## src/include/adcsq_pkg.sv

```systemverilog
// Purpose : Shared constants for the converter sequencer control block
// Assumes : 8-bit special-function register port, 100 MHz system clock
// Notes   : Offsets are special-function register addresses
package adcsq_pkg;
  // ==========================================================
  // Register addresses
  localparam logic [7:0] ADDR_PRIMARY_CONTROL = 8'hE2;
  localparam logic [7:0] ADDR_FORMAT_RATE     = 8'hE3;
  localparam logic [7:0] ADDR_RESULT_LOW      = 8'hE4;
  localparam logic [7:0] ADDR_RESULT_HIGH     = 8'hE5;
  localparam logic [7:0] ADDR_LOWER_LIMIT     = 8'hE6;
  localparam logic [7:0] ADDR_UPPER_LIMIT     = 8'hE7;
  // ==========================================================
  // Reset values
  localparam logic [7:0] RST_PRIMARY_CONTROL  = 8'h00;
  localparam logic [7:0] RST_FORMAT_RATE      = 8'h00;
  localparam logic [7:0] RST_LOWER_LIMIT      = 8'h00;
  localparam logic [7:0] RST_UPPER_LIMIT      = 8'h00;
  // ==========================================================
  // Primary control fields
  localparam int BIT_HIGH_CLEAR   = 7;
  localparam int BIT_HIGH_STATUS  = 6;
  localparam int BIT_LOW_CLEAR    = 5;
  localparam int BIT_LOW_STATUS   = 4;
  localparam int BIT_INVERTED     = 3;
  localparam int BIT_REF_CONTROL  = 2;
  localparam int BIT_CONTINUOUS   = 1;
  localparam int BIT_START_STATUS = 0;
  // Format, rate and power fields
  localparam int BIT_JUSTIFY      = 7;
  localparam int RATE_MSB         = 6;
  localparam int RATE_LSB         = 4;
  localparam int BIT_HOLD_A_EN    = 3;
  localparam int BIT_HOLD_B_EN    = 2;
  localparam int BIT_AUTO_SAVE    = 1;
  localparam int BIT_INPUT_SEL    = 0;
  // ==========================================================
  // Timing
  localparam int CONV_CYCLES      = 156;
  localparam int DIV_SLOWEST      = 8832;
  localparam int DIV_SLOW         = 4416;
  localparam int DIV_MID          = 2208;
  localparam int DIV_FAST         = 1104;
  localparam int DIV_FASTEST      = 552;
  localparam int CLK_MHZ          = 100;
  // Auto power-save wakes the track/holds this long before a start
  localparam int WAKE_NS          = 2000;
  localparam int WAKE_CYCLES      = (WAKE_NS * CLK_MHZ + 999) / 1000;
  localparam int RESULT_BITS      = 10;
endpackage

```

## src/logic/adcsq_rate_div.sv

```systemverilog
// Purpose : Continuous-mode start pulse divider
// Assumes : Restart held high while continuous mode is off
// Notes   : Also flags the wake window ahead of each pulse
`timescale 1ns/1ps
module adcsq_rate_div #(
  parameter int CNT_W = 14
) (
  input  wire logic             clk_i,
  input  wire logic             resetn_i,
  input  wire logic             restart_i,
  input  wire logic [2:0]       rate_i,
  input  wire logic [CNT_W-1:0] wake_i,
  output logic                  tick_o,
  output logic                  wake_o
);
  import adcsq_pkg::*;
  logic [CNT_W-1:0] count_r;
  logic [CNT_W-1:0] div_nxt;

  initial begin
    if (CNT_W < 14) $error("divider counter too narrow");
  end

  // ==========================================================
  // Divisor select
  always_comb begin
    case (rate_i)
      3'h1:    div_nxt = CNT_W'(DIV_SLOWEST);
      3'h3:    div_nxt = CNT_W'(DIV_SLOW);
      3'h5:    div_nxt = CNT_W'(DIV_MID);
      3'h7:    div_nxt = CNT_W'(DIV_FAST);
      default: div_nxt = CNT_W'(DIV_FASTEST);
    endcase
  end

  // ==========================================================
  // Counter, restarts when continuous mode turns on
  always_ff @(posedge clk_i or negedge resetn_i) begin
    if (!resetn_i) begin
      count_r <= '0;
    end else if (restart_i || count_r + 1'b1 >= div_nxt) begin
      count_r <= '0;
    end else begin
      count_r <= count_r + 1'b1;
    end
  end

  assign tick_o = !restart_i && (count_r + 1'b1 >= div_nxt);
  assign wake_o = (div_nxt - count_r) <= wake_i;
endmodule

```

## src/logic/adcsq_conv_core.sv

```systemverilog
// Purpose : Converter core sequencer model
// Assumes : Input sampled once at start
// Notes   : Result stands for the full conversion time
`timescale 1ns/1ps
module adcsq_conv_core (
  input  wire logic       clk_i,
  input  wire logic       resetn_i,
  input  wire logic       start_i,
  input  wire logic [9:0] sample_i,
  output logic            busy_o,
  output logic            done_o,
  output logic [9:0]      result_o
);
  import adcsq_pkg::*;
  logic [7:0] count_r;
  logic [9:0] held_r;

  // ==========================================================
  // Sequencer: capture at start, finish after the conversion time
  always_ff @(posedge clk_i or negedge resetn_i) begin
    if (!resetn_i) begin
      count_r <= 8'h00;
      busy_o  <= 1'b0;
      done_o  <= 1'b0;
    end else begin
      done_o <= 1'b0;
      if (start_i && !busy_o) begin
        busy_o  <= 1'b1;
        count_r <= 8'(CONV_CYCLES - 1);
      end else if (busy_o) begin
        if (count_r == 8'h00) begin
          busy_o <= 1'b0;
          done_o <= 1'b1;
        end else begin
          count_r <= count_r - 8'h01;
        end
      end
    end
  end

  // Data path has no reset; nothing consumes it before done
  always_ff @(posedge clk_i) begin
    if (start_i && !busy_o) begin
      held_r <= sample_i;
    end
  end

  always_ff @(posedge clk_i) begin
    if (busy_o && count_r == 8'h00) begin
      result_o <= held_r;
    end
  end
endmodule

```

## src/logic/adcsq_top.sv

```systemverilog
// Purpose : Control around a 10-bit converter on the special-function bus
// Assumes : Single 100 MHz clock, active-low asynchronous reset
// Notes   : Analogue front end is reduced to two digital sample buses
// Operation
// - Writing one to start bit begins a conversion; zero does nothing
// - A conversion finishes within 156 system clock cycles
// - Start/status bit reads one while converting, zero afterwards
// - Result bytes are invalid while a conversion runs
// - Status also follows each automatic continuous conversion
// - Justify bit zero selects left, one selects right
// - Unused result bits read zero; layout follows justify setting
// - Rate codes divide clock by 8832/4416/2208/1104, else 552
// - Bit 3 enables track/hold A, clear powers it down and bypasses
// - Bit 2 enables track/hold B, clear powers it down and bypasses
// - Enabled track/hold holds during conversion, tracks otherwise
// - Explicit power-save overrides auto power-save
// - Auto power-save powers both track/holds down between conversions, in continuous mode only
// - Input select one picks second input, zero picks first
// - Reset leaves result bytes untouched
// - Each conversion end compares bits 9-2 with both limits
// - Normal mode flags above/below; inverted mode flags inside range
// - Status flags read-only; writing clear bit clears, reads zero
// - Continuous enable starts conversions at the selected rate
// - Either flag drives the active-low interrupt line
`timescale 1ns/1ps
module adcsq_top (
  input  wire logic       clk_i,
  input  wire logic       resetn_i,
  input  wire logic [7:0] sfr_addr_i,
  input  wire logic       sfr_wr_i,
  input  wire logic       sfr_rd_i,
  input  wire logic [7:0] sfr_wdata_i,
  output logic      [7:0] sfr_rdata_o,
  output logic            sfr_hit_o,
  input  wire logic [9:0] analog_input_first_i,
  input  wire logic [9:0] analog_input_second_i,
  output logic            hold_a_power_o,
  output logic            hold_b_power_o,
  output logic            hold_a_hold_o,
  output logic            hold_b_hold_o,
  output logic            ref_internal_o,
  output logic            threshold_irq_line_n_o
);
  import adcsq_pkg::*;

  // ==========================================================
  // Registers and internal signals
  logic [7:0] primary_r;
  logic [7:0] format_r;
  logic [7:0] lower_limit_r;
  logic [7:0] upper_limit_r;
  logic [7:0] result_low_r;
  logic [7:0] result_high_r;
  logic       high_flag_r;
  logic       low_flag_r;
  logic       pending_r;
  logic       busy;
  logic       done;
  logic [9:0] result;
  logic [9:0] sample;
  logic       tick;
  logic       wake;
  logic       start;
  logic       wr_primary;
  logic       man_start;
  logic       continuous;
  logic       auto_save;
  logic       set_high;
  logic       set_low;
  logic [7:0] top8;

  assign wr_primary = sfr_wr_i && sfr_addr_i == ADDR_PRIMARY_CONTROL;
  assign man_start  = wr_primary && sfr_wdata_i[BIT_START_STATUS];
  assign continuous = primary_r[BIT_CONTINUOUS];
  assign auto_save  = format_r[BIT_AUTO_SAVE] && continuous;

  // Both start sources merge; a start while busy is dropped by the core
  assign start = man_start || (continuous && tick);

  // ==========================================================
  // Control registers
  always_ff @(posedge clk_i or negedge resetn_i) begin
    if (!resetn_i) begin
      primary_r <= RST_PRIMARY_CONTROL;
    end else if (wr_primary) begin
      primary_r <= sfr_wdata_i;
    end
  end

  always_ff @(posedge clk_i or negedge resetn_i) begin
    if (!resetn_i) begin
      format_r      <= RST_FORMAT_RATE;
      lower_limit_r <= RST_LOWER_LIMIT;
      upper_limit_r <= RST_UPPER_LIMIT;
    end else if (sfr_wr_i) begin
      case (sfr_addr_i)
        ADDR_FORMAT_RATE: format_r      <= sfr_wdata_i;
        ADDR_LOWER_LIMIT: lower_limit_r <= sfr_wdata_i;
        ADDR_UPPER_LIMIT: upper_limit_r <= sfr_wdata_i;
        default: ;
      endcase
    end
  end

  // Status shows one from the start write edge until the result bytes load
  always_ff @(posedge clk_i or negedge resetn_i) begin
    if (!resetn_i) begin
      pending_r <= 1'b0;
    end else begin
      pending_r <= start && !busy;
    end
  end

  // ==========================================================
  // Input select and converter
  assign sample = format_r[BIT_INPUT_SEL] ? analog_input_second_i
                                          : analog_input_first_i;

  adcsq_rate_div #(
    .CNT_W (14)
  ) u_div (
    .clk_i     (clk_i),
    .resetn_i  (resetn_i),
    .restart_i (!continuous),
    .rate_i    (format_r[RATE_MSB:RATE_LSB]),
    .wake_i    (14'(WAKE_CYCLES)),
    .tick_o    (tick),
    .wake_o    (wake)
  );

  adcsq_conv_core u_core (
    .clk_i    (clk_i),
    .resetn_i (resetn_i),
    .start_i  (start),
    .sample_i (sample),
    .busy_o   (busy),
    .done_o   (done),
    .result_o (result)
  );

  // ==========================================================
  // Result bytes, no reset so contents stay unknown until first done
  always_ff @(posedge clk_i) begin
    if (done) begin
      if (format_r[BIT_JUSTIFY]) begin
        result_low_r  <= result[7:0];
        result_high_r <= {6'h00, result[9:8]};
      end else begin
        result_low_r  <= {result[1:0], 6'h00};
        result_high_r <= result[9:2];
      end
    end
  end

  // ==========================================================
  // Threshold compare on every conversion end
  assign top8 = result[9:2];
  always_comb begin
    if (primary_r[BIT_INVERTED]) begin
      set_high = top8 <= upper_limit_r && top8 >= lower_limit_r;
      set_low  = set_high;
    end else begin
      set_high = top8 > upper_limit_r;
      set_low  = top8 < lower_limit_r;
    end
  end

  // Set wins over a clear in the same cycle
  always_ff @(posedge clk_i or negedge resetn_i) begin
    if (!resetn_i) begin
      high_flag_r <= 1'b0;
      low_flag_r  <= 1'b0;
    end else begin
      if (done && set_high) begin
        high_flag_r <= 1'b1;
      end else if (wr_primary && sfr_wdata_i[BIT_HIGH_CLEAR]) begin
        high_flag_r <= 1'b0;
      end
      if (done && set_low) begin
        low_flag_r <= 1'b1;
      end else if (wr_primary && sfr_wdata_i[BIT_LOW_CLEAR]) begin
        low_flag_r <= 1'b0;
      end
    end
  end

  assign threshold_irq_line_n_o = !(high_flag_r || low_flag_r);

  // ==========================================================
  // Track/hold power: explicit disable beats auto power-save
  assign hold_a_power_o = format_r[BIT_HOLD_A_EN] &&
                          (!auto_save || busy || wake);
  assign hold_b_power_o = format_r[BIT_HOLD_B_EN] &&
                          (!auto_save || busy || wake);
  assign hold_a_hold_o  = format_r[BIT_HOLD_A_EN] && busy;
  assign hold_b_hold_o  = format_r[BIT_HOLD_B_EN] && busy;
  assign ref_internal_o = primary_r[BIT_REF_CONTROL];

  // ==========================================================
  // Read port
  always_comb begin
    sfr_hit_o   = 1'b1;
    sfr_rdata_o = 8'h00;
    case (sfr_addr_i)
      ADDR_PRIMARY_CONTROL: begin
        sfr_rdata_o = {1'b0, high_flag_r, 1'b0, low_flag_r,
                       primary_r[3:1], busy || pending_r || done};
      end
      ADDR_FORMAT_RATE: sfr_rdata_o = format_r;
      ADDR_RESULT_LOW:  sfr_rdata_o = result_low_r;
      ADDR_RESULT_HIGH: sfr_rdata_o = result_high_r;
      ADDR_LOWER_LIMIT: sfr_rdata_o = lower_limit_r;
      ADDR_UPPER_LIMIT: sfr_rdata_o = upper_limit_r;
      default:          sfr_hit_o   = 1'b0;
    endcase
  end

  // ==========================================================
  // Checks
  status_on_start_a: assert property (@(posedge clk_i) disable iff (!resetn_i)
    man_start && !busy |=> busy)
    else $error("manual start did not begin conversion");
  conv_length_a: assert property (@(posedge clk_i) disable iff (!resetn_i)
    $rose(busy) |-> ##[1:156] done)
    else $error("conversion too long");
  status_read_a: assert property (@(posedge clk_i) disable iff (!resetn_i)
    busy |-> (sfr_addr_i != ADDR_PRIMARY_CONTROL || sfr_rdata_o[0]))
    else $error("status reads zero while busy");
  right_just_a: assert property (@(posedge clk_i) disable iff (!resetn_i)
    done && format_r[7] |=> result_high_r[7:2] == 6'h00)
    else $error("right justified upper bits not zero");
  left_just_a: assert property (@(posedge clk_i) disable iff (!resetn_i)
    done && !format_r[7] |=> result_high_r == $past(result[9:2]))
    else $error("left justified byte wrong");
  hold_off_a: assert property (@(posedge clk_i) disable iff (!resetn_i)
    !format_r[3] |-> !hold_a_power_o && !hold_a_hold_o)
    else $error("disabled track/hold A active");
  hold_during_a: assert property (@(posedge clk_i) disable iff (!resetn_i)
    format_r[2] && busy |-> hold_b_hold_o && hold_b_power_o)
    else $error("track/hold B not holding");
  flag_set_a: assert property (@(posedge clk_i) disable iff (!resetn_i)
    done && set_high |=> high_flag_r ##0 !threshold_irq_line_n_o)
    else $error("high flag or irq missing");
  clear_read_a: assert property (@(posedge clk_i) disable iff (!resetn_i)
    sfr_addr_i == ADDR_PRIMARY_CONTROL |-> !sfr_rdata_o[7] && !sfr_rdata_o[5])
    else $error("clear bits read nonzero");
  auto_start_a: assert property (@(posedge clk_i) disable iff (!resetn_i)
    continuous && tick && !busy |=> busy)
    else $error("continuous start missed");
  manual_cov: cover property (@(posedge clk_i) man_start ##1 busy);
  cont_cov:   cover property (@(posedge clk_i) continuous && tick);
  flag_cov:   cover property (@(posedge clk_i) done && set_low);
endmodule

```

## config.mk

```make
export PLATFORM = sky130hd
export DESIGN_NAME = adcsq_top
export DESIGN_NICKNAME = d
export VERILOG_FILES = /design/src/include/adcsq_pkg.sv /design/src/logic/adcsq_rate_div.sv /design/src/logic/adcsq_conv_core.sv /design/src/logic/adcsq_top.sv
export SDC_FILE = /design/constraint.sdc
export NUM_CORES = 1
export LEC_CHECK = 0
export BUFFER_PORTS_ARGS = -buffer_cell sky130_fd_sc_hd__clkbuf_2
export CAP_MARGIN = 20
export CORE_AREA = 5 5 110 112
export CTS_CLUSTER_DIAMETER = 40
export DETAILED_ROUTE_END_ITERATION = 12
export DIE_AREA = 0 0 115 117
export PLACE_DENSITY = 0.82
export SLEW_MARGIN = 20
export SYNTH_ARGS = -nofsm -noshare
export SYNTH_HDL_FRONTEND = slang
export SYNTH_HIERARCHICAL = 1
export SYNTH_SLANG_ARGS = --single-unit
```

## constraint.sdc

```tcl
create_clock -name clk_i -period 3.24 [get_ports clk_i]
set_input_delay 0.324 -clock clk_i [delete_from_list [all_inputs] [get_ports clk_i]]
set_output_delay 0.324 -clock clk_i [all_outputs]
set_load 0.05 [all_outputs]
```

==> reports/summary.md <==
The run finished, with violations left. The final reports fail on negative setup slack. The static leakage is 3.50 nW. Clock period minus final worst setup slack: 4.10 ns. Setup repair after global routing could not meet its margin everywhere. Yosys printed 6 warnings.

The initial antenna violation count came out at 0. TritonCTS built the clock tree. The register-to-register setup slack came out at -0.22 ns. The endpoint identified for the worst register-to-register timing path is u_core/count_r[1]$_DFFE_PN0P_.

The depth of the worst register-to-register path was 18; the number of violations of the max-capacitance limit was 0. The setup clock skew after layout was 0.0105 ns. The tools report the sequential power share as 0.352. Counting flops with a built-in enable in the synthesized netlist gives 36. The number of different library cells used by synthesis comes to 67. In this run the tool buffered the top-level ports with 53 buffer cells.

Placeable core area: 11,100 sq um. The core occupancy in the finished layout came out at 0.687. Worst slew margin relative to its limit: 0.557.

The kind of critical path is register to output port. The global-route congestion overflow total is 0. The run gives 564 as the post-synthesis instance total. The critical register-to-register path startpoint is u_div/count_r[4]$_DFF_PN0_.

The share of the clock period used by the worst path is 1.26, and the post-route worst setup slack is -0.857 ns. The run gives 820 as the placed cell count. At the later pin of the worst-skew pair, clock insertion delay measures 0.35 ns. The die covers 13,500 sq um. The kind of end point of the critical path is an output port. The share of cells above drive strength 1 was 0.383; the total inserted antenna cells was 0. Based on the critical path, the design can be clocked at up to 244 MHz. The worst hold path was traced through 3 stages.

Slew of the pin with the lowest slew margin: 0.659 ns. The largest area contributor in the netlist is dfrtp_1. The logs give 420 for the number of DRC markers in iteration 0 and 90 for the number of sinks handled by clock tree synthesis. The vertical extent of the die works out to 117 um. The power share of the combinational group was 0.394. The number of detailed-route iterations in the first pass came out at 5.

The average via count per standard cell was 5.81. Global routing usage summed across all routing layers: 0.244. CTS built an H-tree with a depth of 3.

The class of the most critical hold timing path was input port to register. Element type at the critical path start: a register. The mapped netlist covers 5930 sq um. Hold violation total from the final report: 0. Once layout is done, the placed cells without fillers occupy 7640 sq um.

After synthesis, the cell types taking the most area are dfrtp_1 23%, edfxtp_1 18%, ha_1 11%, mux2_2 7.4%, inv_1 3.6%. Internal power of the cells: 0.00265 W. Routability-driven placement finished with a final weighted congestion of 0.940.

The worst-case IR drop observed on VDD is 0.493 mV. For this design the total switching power over the nets is 0.00148 W. The tools report the worst hold endpoint as primary_r[1]$_DFFE_PN0P_.

The run gives 0 as the total count of max-transition violations in the final report. The leading cell type in the layout, fill and taps excluded was buf_4. The fraction of registers with async set/reset was 0.600; the biggest fanout along the worst timing path was 4.

After clock tree synthesis, the clock-pin slew on the worst setup and hold paths is 0.07 ns. Entering global routing, the biggest net connects 46 pins. Total power for the finished layout comes to 0.00413 W.

In the routed design, unresolved DRC markers number 0. During I/O placement, the number of pins put on the boundary was 55. The power density over the cells came out at 541 nW/um^2.

The initial core utilization is 0.533, and the mean routed wirelength per cell is 18.6 um. Once placement finished, the instance area stood at 6910 sq um. The tools report the post-detailed-routing wire length as 16,000 um.

For the number of failing setup endpoints in the final timing report, the log shows 20. The logs give 859 for the number of standard cells in the final layout excluding fillers and 3.77 ns for the signal arrival time at the worst endpoint. The critical path data required time is 2.92 ns, and the sequential cell area fraction in the yosys report is 0.410. For the net count of the finished layout, the log shows 804. Among all flip-flop cells after synthesis, the most frequent one is dfrtp_1. The area growth from synthesis to layout is 29.0%, and the share of total power consumed by net switching is 0.359. Row count: 39. The proportion of power drawn by the clock network is 0.254, and the total vias in the final route is 4,992. The first global-routing pass estimated 25,800 um of wire.

Once detail routing completed, the nets flagged for antenna violations numbered 0. The beginning of the worst hold path was sfr_wdata_i[1]. The share of the synthesized area in the top cell type was 0.228.

The run gives 5,170 as the number of global-route vias before repair. The floorplan step set the die width to 115 um. After routing, the total negative slack on setup checks comes to -4.08 ns. The number of synthesized register bits is 90, and the number of clock buffers inserted by TritonCTS is 9. After synthesis, the mean cell area works out to 10.5 sq um. After legalization and detailed placement, the total HPWL measured 11,000 um. Leaving out fill and tap cells, the most frequent cells in the layout are 80 x buf_4, 52 x inv_1, 52 x dfrtp_1. The tools report the clock tree root driver cell as clkbuf_16.

In this run the deepest clock path goes through 2 buffers.
==> layer usage <==
metal | track usage | up-vias | part of all wire
met1 | 0.306 | 2428 | 0.40
met4 | 0.0978 | 0 | 0.034
met2 | 0.420 | 212 | 0.50
met3 | 0.0411 | 61 | 0.071
li1 | - | 2291 | -
met5 | 0 | - | 0
==> cell families (layout without fill, tap and decap cells) <==
logic type                 count (synthesis)  in the layout  share of synthesized area
xor gates and xnor gates                  26             26                     0.0384
DFF                                       90             90                      0.410
adders and majority gates                 53             53                      0.112
buffers and inverters                     75            215                     0.0528
muxes                                     55             55                      0.110
AOI/OAI and AO/OA                         99             99                      0.117
other                                      2             14                    0.00127
and+or+nand+nor                          164            164                      0.159
==> metrics by stage <==
step	setup slack (ns)	hold WS [ns]
after global routing	-1.02	0.275
after global placement	-0.431	0.203
final	-0.857	0.257
after floorplan	-0.225	0.0284
after CTS	-0.780	0.248
after detailed placement	-0.561	0.205
==> power by group through the flow <==
| stage | clock network, W | registers, W | logic (W) |
|---|---|---|---|
| floorplan | 0 | 0.00142 | 0.000981 |
| global route | 0.00110 | 0.00147 | 0.00177 |
| global placement | 0 | 0.00146 | 0.00135 |
| finish | 0.00105 | 0.00146 | 0.00163 |
| detailed placement | 0 | 0.00147 | 0.00141 |
| CTS | 0.00106 | 0.00145 | 0.00152 |
==> area by class of cell <==
type	instances	area, sq um
Timing Repair Buffer	142	1010
Fill cell	771	3480
Inverter	57	216
Clock inverter	7	81.3
Clock buffer	9	225
Tap cell	143	179
Multi-Input combinational cell	411	3500
Sequential cell	90	2430
==> cells in the mapped netlist, types with 5 or more instances <==
master and instances:
ha_1 53, edfxtp_1 36, mux2i_1 12, nor3_1 5, nor2b_1 19, mux2_2 39
xnor2_1 20, nor2b_2 7, nand4_1 9, xor2_1 6, dfrtp_1 54, a21o_1 9
and2_1 8, nor2_1 32, nand2b_1 5, a21oi_1 27, nand3_1 17, clkbuf_1 9
o21ai_0 19, nand2_1 32, inv_1 57, o211ai_1 6
==> what timing repair did <==
item                                    CTS  global route
hold endpoints to repair                  9             0
resized for setup                        34            22
hold buffers                              1             0
gates cloned                              1             0
pin swaps                                25            17
setup buffers                            16             6
endpoints found under the setup margin   21            21
==> registers in the layout, indices dropped and copies added (netlist names), 3 cells and up <==
signal,count
u_div/count_r,14
u_core/held_r,10
u_core/result_o,10
format_r,8
lower_limit_r,8
result_high_r,8
result_low_r,8
u_core/count_r,8
upper_limit_r,8
primary_r,3
==> worst max-delay path by stage <==
stage	end	cells past startpoint	from
2_1_floorplan	hold_a_power_o	19	format_r[4]$_DFFE_PN0P_
3_3_place_gp	hold_b_power_o	20	format_r[5]$_DFFE_PN0P_
3_5_place_dp	hold_b_power_o	20	format_r[5]$_DFFE_PN0P_
4_1_cts	hold_b_power_o	20	format_r[4]$_DFFE_PN0P_
5_1_grt	hold_b_power_o	21	format_r[4]$_DFFE_PN0P_
6_report	hold_b_power_o	20	format_r[4]$_DFFE_PN0P_
==> worst max-delay path: stages, from the launching register on <==
cell      delay (ns)
dfrtp_2         0.46
nand2_4         0.10
inv_2           0.05
nand2_2         0.09
inv_2           0.06
ha_4            0.24
a21boi_4        0.15
a221oi_4        0.30
buf_4           0.18
o21bai_1        0.07
a21oi_1         0.17
xnor2_1         0.11
ha_1            0.32
o21a_1          0.12
o221a_2         0.25
o21ai_2         0.13
a31o_4          0.17
nor3_4          0.04
buf_6           0.15
nor2b_4         0.12
buf_8           0.15
Power figures use the tool's default switching activity.
